### config.mk
export PLATFORM = sky130hd
export DESIGN_NAME = wbbf_funnel
export DESIGN_NICKNAME = d
export VERILOG_FILES = /design/src/wbbf_pkg.sv /design/src/wbbf_funnel.sv /design/src/wbbf_sync.sv
export SDC_FILE = /design/constraint.sdc
export NUM_CORES = 1
export LEC_CHECK = 0
export BUFFER_PORTS_ARGS = -buffer_cell sky130_fd_sc_hd__buf_2
export CORE_MARGIN = 3
export CORE_UTILIZATION = 40
export DETAILED_ROUTE_END_ITERATION = 10
export SYNTH_ARGS = -nofsm -noshare
export SYNTH_HDL_FRONTEND = slang
export SYNTH_SLANG_ARGS = --single-unit
### constraint.sdc
create_clock -name MCLK -period 1.6 [get_ports MCLK]
set_input_delay 0.48 -clock MCLK [delete_from_list [all_inputs] [get_ports MCLK]]
set_output_delay 0.48 -clock MCLK [all_outputs]
set_load 0.05 [all_outputs]
### src/wbbf_pkg.sv
// constants and step codes for the word-to-byte bus funnel
package wbbf_pkg;
  localparam int STEP_W = 3;
  typedef logic [STEP_W-1:0] wbbf_step_t;
  localparam wbbf_step_t STEP_FIRST = 3'h0;
  localparam wbbf_step_t STEP_SECOND = 3'h1;
  localparam wbbf_step_t STEP_HOLD_A = 3'h2;
  localparam wbbf_step_t STEP_HOLD_B = 3'h3;
  localparam wbbf_step_t STEP_EVEN = 3'h4;
  localparam wbbf_step_t STEP_REREAD = 3'h5;
  localparam wbbf_step_t STEP_DRIVE = 3'h6;
  localparam wbbf_step_t STEP_END = 3'h7;
  localparam wbbf_step_t STEP_INC = 3'h1;
  // low address bit values
  localparam logic LOWADDR_ODD = 1'h1;
  localparam logic LOWADDR_EVEN = 1'h0;
  // positions of the pins in the synchroniser vector
  localparam int PIN_W = 7;
  localparam int IDX_BCLK = 0;
  localparam int IDX_ALE = 1;
  localparam int IDX_DSTB_N = 2;
  localparam int IDX_RW = 3;
  localparam int IDX_WORD = 4;
  localparam int IDX_A0 = 5;
  localparam int IDX_HOLD = 6;
  localparam logic [PIN_W-1:0] PIN_RESET = 7'h04;
endpackage : wbbf_pkg

### src/wbbf_funnel.sv
// sequencer that funnels 16-bit master word accesses into pairs of byte transfers and byte accesses into single ones
`timescale 1ns/10ps
module wbbf_funnel (
  // clock and reset
  input wire logic MCLK,
  input wire logic SRST,
  // from the 16-bit master
  input wire logic BUS_CLK,
  input wire logic ADDR_LATCH_STROBE,
  input wire logic MASTER_DATA_STROBE_N,
  input wire logic READ_WRITE,
  input wire logic WORD_XFER,
  input wire logic ADDR0,
  input wire logic HOLD_ACK,
  // to the master
  output logic WAIT_N,
  // to the 8-bit bus and memory
  output logic RD_N,
  output logic WR_N,
  output logic LATCHED_LOW_ADDR_BIT,
  // latch and transceiver enables
  output logic XCVR_TO_MASTER_EN,
  output logic UPPER_LATCH_EN,
  output logic WRITE_PATH_EN,
  output logic PASS_BUF_EN,
  output logic PORT_DRIVE_EN
);
  logic [wbbf_pkg::PIN_W-1:0] pins_s;
  wbbf_pkg::wbbf_step_t step_q;
  wbbf_pkg::wbbf_step_t step_d;
  logic bclk_q;
  logic lowaddr_d;
  logic rd_d;
  logic wr_d;
  logic wait_d;
  logic xm_d;
  logic upl_d;
  logic wpe_d;
  logic pass_d;
  logic port_d;

  wbbf_sync #(
    .W(wbbf_pkg::PIN_W),
    .RST_VAL(wbbf_pkg::PIN_RESET)
  ) u_sync (
    .clk(MCLK),
    .srst(SRST),
    .din({HOLD_ACK, ADDR0, WORD_XFER, READ_WRITE, MASTER_DATA_STROBE_N,
          ADDR_LATCH_STROBE, BUS_CLK}),
    .dout(pins_s)
  );

  wire bclk = pins_s[wbbf_pkg::IDX_BCLK];
  wire ale = pins_s[wbbf_pkg::IDX_ALE];
  wire dstb = ~pins_s[wbbf_pkg::IDX_DSTB_N];
  wire rw = pins_s[wbbf_pkg::IDX_RW];
  wire word = pins_s[wbbf_pkg::IDX_WORD];
  wire a0 = pins_s[wbbf_pkg::IDX_A0];
  wire hold = pins_s[wbbf_pkg::IDX_HOLD];
  wire bclk_rise = bclk & ~bclk_q;

  // cycle kinds; the master holds direction and width steady from the first slot
  wire word_rd = hold & word & ~rw;
  wire word_wr = hold & word & rw;
  wire byte_rd = hold & ~word & ~rw;
  wire byte_wr = hold & ~word & rw;

  // step decodes
  wire at_second = (step_q == wbbf_pkg::STEP_SECOND);
  wire at_hold_a = (step_q == wbbf_pkg::STEP_HOLD_A);
  wire at_even = (step_q == wbbf_pkg::STEP_EVEN);
  wire past_first = (step_q != wbbf_pkg::STEP_FIRST);
  wire first_half = at_second | at_hold_a;
  wire second_half = (step_q >= wbbf_pkg::STEP_REREAD);
  wire waiting = past_first & (step_q <= wbbf_pkg::STEP_REREAD);
  wire to_master = (step_q >= wbbf_pkg::STEP_REREAD);

  // step counter: cleared by the latch strobe, stops at the last code
  // so a long master cycle cannot wrap back into the first byte
  assign step_d = ale ? wbbf_pkg::STEP_FIRST :
                  (bclk_rise && step_q != wbbf_pkg::STEP_END) ?
                  wbbf_pkg::wbbf_step_t'(step_q + wbbf_pkg::STEP_INC) : step_q;

  // low address bit follows the first byte while the strobe is high,
  // so it is settled when the strobe falls
  wire lowaddr_first = word ? (rw ? wbbf_pkg::LOWADDR_EVEN : wbbf_pkg::LOWADDR_ODD) : a0;
  wire lowaddr_second = rw ? wbbf_pkg::LOWADDR_ODD : wbbf_pkg::LOWADDR_EVEN;
  assign lowaddr_d = ale ? lowaddr_first :
                     (hold && word && at_even) ? lowaddr_second : LATCHED_LOW_ADDR_BIT;

  // read strobe: gapped in the STEP_HOLD_B and STEP_EVEN steps for a word read
  assign rd_d = dstb & ((word_rd & (first_half | second_half)) |
                        (byte_rd & past_first));
  assign wr_d = dstb & ((word_wr & (first_half | second_half)) |
                        (byte_wr & past_first));
  assign wait_d = (word_rd | word_wr) & waiting;
  // byte read waits for the low half of the bus clock in the second slot
  assign xm_d = (byte_rd & at_second & ~bclk) |
                (word_rd & to_master);
  assign upl_d = (word_rd & at_hold_a) | (word_wr & at_second);
  assign wpe_d = (byte_wr | word_wr) & past_first;
  assign pass_d = (word_wr & first_half) | (byte_wr & past_first);
  assign port_d = word_wr & second_half;

  always_ff @(posedge MCLK) begin
    if (SRST) begin
      step_q <= wbbf_pkg::STEP_FIRST;
      bclk_q <= 1'h0;
      LATCHED_LOW_ADDR_BIT <= wbbf_pkg::LOWADDR_EVEN;
    end else begin
      step_q <= step_d;
      bclk_q <= bclk;
      LATCHED_LOW_ADDR_BIT <= lowaddr_d;
    end
  end

  always_ff @(posedge MCLK) begin
    if (SRST) begin
      RD_N <= 1'h1;
      WR_N <= 1'h1;
      WAIT_N <= 1'h1;
    end else begin
      RD_N <= ~rd_d;
      WR_N <= ~wr_d;
      WAIT_N <= ~wait_d;
    end
  end

  always_ff @(posedge MCLK) begin
    if (SRST) begin
      XCVR_TO_MASTER_EN <= 1'h0;
      UPPER_LATCH_EN <= 1'h0;
      WRITE_PATH_EN <= 1'h0;
      PASS_BUF_EN <= 1'h0;
      PORT_DRIVE_EN <= 1'h0;
    end else begin
      XCVR_TO_MASTER_EN <= xm_d;
      UPPER_LATCH_EN <= upl_d;
      WRITE_PATH_EN <= wpe_d;
      PASS_BUF_EN <= pass_d;
      PORT_DRIVE_EN <= port_d;
    end
  end
endmodule : wbbf_funnel

### src/wbbf_sync.sv
// two flip-flop synchroniser for a group of pin inputs
`timescale 1ns/10ps
module wbbf_sync #(
  parameter int W = 1,
  parameter logic [W-1:0] RST_VAL = '0
) (
  // clock and reset
  input wire logic clk,
  input wire logic srst,
  // pins and their synchronised copies
  input wire logic [W-1:0] din,
  output logic [W-1:0] dout
);
  logic [W-1:0] meta_q;

  // the first stage feeds only the second one
  always_ff @(posedge clk) begin
    if (srst) begin
      meta_q <= RST_VAL;
      dout <= RST_VAL;
    end else begin
      meta_q <= din;
      dout <= meta_q;
    end
  end
endmodule : wbbf_sync

==> impl_metrics.json <==
{
  "crit_type": "flop to flop",
  "yosys.cell_types.count": 29,
  "switchingPower_mw": 0.240,
  "placed_cell_area_um2": 1110,
  "setup-tns-final_ns": 0,
  "avgSynthCellArea_um2": 10.7,
  "grt_usage_pct": 10.4,
  "hold_viol_final": 0,
  "port_buffers": 17,
  "areaGrowthSynthToFinish_pct": 12.0,
  "holdPathStages": 2,
  "r2r_cells": 4,
  "slew_headroom_pct": 77.9,
  "hp-start": "MASTER_DATA_STROBE_N",
  "globalplace.congestion": 0.840,
  "setup.worst_path.start_class": "flop",
  "synth-edff-count": 0,
  "die_w_um": 56.6,
  "holdPathEnd": "u_sync.meta_q[2]",
  "die_h_um": 56.6,
  "grt_pass1_wl_mm": 2.59,
  "fin_skew_ns": 0.00274,
  "power.leakage_nw": 0.478,
  "layout_common_cells": "dfxtp_1 (27), buf_2 (17), nor2b_1 (14)",
  "routed_wl_mm": 1.59,
  "fill_cells": 221,
  "crit_slowest_cell": "dfxtp_1",
  "synth.area.top_cells": "dfxtp_1 (53%), nor2b_1 (8.5%), ha_1 (6.1%)",
  "path_clk_slew_ns": 0.14,
  "syn-num-nets": 110,
  "fin_cells": 142,
  "synth_area_leader_cell": "dfxtp_1",
  "layout_commonest_cell": "dfxtp_1",
  "power_frac_clock_pct": 26.8,
  "required_ns": 1.81,
  "clkLatencyLatePin_ns": 0.31,
  "ant_nets": 0,
  "synth_top_cell_area_share_pct": 52.7,
  "async_reset_ff_share_pct": 0,
  "internal-power_mw": 0.827,
  "synth-main-ff-cell": "dfxtp_1",
  "grt_max_degree": 17,
  "root_buffer": "clkbuf_4",
  "num_io_pins": 18,
  "cp_slowest_stage_delay_ns": 0.45,
  "first_pass_iters": 4,
  "syn_inst": 96,
  "arrival_ns": 1.74,
  "fin_area_um2": 1150,
  "cts-hold-fix-buffers": 0,
  "ir_drop_v": 0.000598,
  "cts_resized": 0,
  "clockBufferDepth": 2,
  "fin_nets": 129,
  "rr_startpoint": "step_q[0]",
  "path_cells": "inv_1, ha_1, and2b_2, or4_1",
  "status": "finished, final reports clean",
  "crit_fanout": 6,
  "synth_seq_cells": 27,
  "setup_viol": 0,
  "period_needed_ns": 1.53,
  "dp_hpwl_mm": 1.13,
  "dp.cells": 138,
  "yosys_warnings": 0,
  "layout-drive-gt1-share_pct": 23.7,
  "clkSinkCount": 27,
  "hold_class": "input pin to flop",
  "overflow": 0,
  "design.core.area_um2": 2320,
  "rsz0062_at_grt": "false",
  "start_util_pct": 44.2,
  "cp-end-kind": "flop",
  "fp-row-count": 17,
  "vias_per_cell": 4.92,
  "power.density_nw_per_um2": 930,
  "synth-seq-area-share_pct": 52.7,
  "pwr-share-comb_pct": 6.8,
  "post_cts_buffers": 0,
  "max_freq_mhz": 653,
  "drc": 0,
  "cts_made_buffers": 3,
  "regToRegSetupSlack_ns": 0.07,
  "switching_share_pct": 22.5,
  "syn_area_um2": 1020,
  "drt_iter0_markers": 7,
  "grt_pass1_vias": 636,
  "worst_slew_pin_slew_ns": 0.331,
  "p_seq_share_pct": 66.3,
  "cp_top_family": "simple AND/OR/NAND/NOR gates",
  "wl_per_cell_um": 11.2,
  "drv_slew": 0,
  "n_antenna_cell": 0,
  "htree_levels": 1,
  "antenna_found_initial": 0,
  "via_count": 699,
  "reg2reg_to": "WAIT_N",
  "path_buf_inv": 1,
  "cap_violations": 0,
  "fin_crit_sh_pct": 95.8,
  "die-area_um2": 3210,
  "tritoncts": "done"
}
[cell families after synthesis]
logic type                 share of synthesized area, %
and+or+nand+nor                                    25.8
DFF                                                52.7
AOI/OAI and AO/OA                                  5.74
buffers and inverters                              4.40
adders and majority gates                          6.11
muxes                                              4.40
xor gates and xnor gates                          0.855
[synth_stat cells, types with 2 or more instances]
cell type / number
or2_2: 2
and3_1: 2
ha_1: 5
mux2i_1: 3
nor2_1: 7
nand4_1: 2
nor2b_1: 14
o21ai_0: 3
nor3_1: 5
dfxtp_1: 27
nand2b_1: 3
buf_6: 3
a211oi_1: 2
inv_1: 2
nand2_1: 2
[cell type report]
type / count / area [um^2] / share of cell area, %
sequential: 27 / 541 / 47.1
tap: 28 / 35.0 / 3.05
timing repair buffer: 18 / 92.6 / 8.07
multi-input combinational: 63 / 445 / 38.8
clock buffer: 4 / 26.3 / 2.29
inverter: 2 / 7.51 / 0.654
[power groups by stage]
stage                     clock (mW)  combinational (mW)  sequential, mW
after floorplan                    0              0.0524           0.722
after global placement             0              0.0714           0.722
after detailed placement           0              0.0726           0.722
after CTS                      0.298              0.0726           0.708
after global routing           0.328              0.0804           0.711
final                          0.286              0.0729           0.708
[registers in the layout, summed over array words and instances (netlist names)]
| register | count |
|---|---|
| u_sync.dout | 7 |
| u_sync.meta_q | 7 |
| step_q | 3 |
| LATCHED_LOW_ADDR_BIT | 1 |
| PASS_BUF_EN | 1 |
| PORT_DRIVE_EN | 1 |
| RD_N | 1 |
| UPPER_LATCH_EN | 1 |
| WAIT_N | 1 |
| WRITE_PATH_EN | 1 |
| WR_N | 1 |
| XCVR_TO_MASTER_EN | 1 |
| bclk_q | 1 |
[metal layers]
metal  wire (um)  part of all wire (%)  GRT usage [%]
met1         720                    45           11.3
met2         772                    49           17.5
met3          85                   5.3           3.22
met4          12                  0.75           6.10
met5           0                     0              0
[how the worst max path moves through the flow]
stage	start	depth (start not counted)	slack [ns]	end
after global placement	step_q[0]	4	0.13	WAIT_N
after global routing	step_q[0]	4	0.003	WAIT_N
after detailed placement	step_q[0]	4	0.09	WAIT_N
final	step_q[0]	4	0.07	WAIT_N
after CTS	step_q[0]	4	0.08	WAIT_N
after floorplan	step_q[0]	4	0.16	WAIT_N
[stage by stage]
| stage | hold WS, ns | setup slack (ns) | total power [mW] | util (%) |
|---|---|---|---|---|
| floorplan | 0.389 | 0.157 | 0.774 | - |
| CTS | 0.331 | 0.0765 | 1.08 | 49.2 |
| global placement | 0.393 | 0.128 | 0.793 | 48.1 |
| detailed placement | 0.401 | 0.0943 | 0.795 | 48.1 |
| global route | 0.314 | 0.00330 | 1.12 | 49.5 |
| finish | 0.338 | 0.0680 | 1.07 | 49.5 |
No activity file was read; power rests on OpenSTA's default activity.
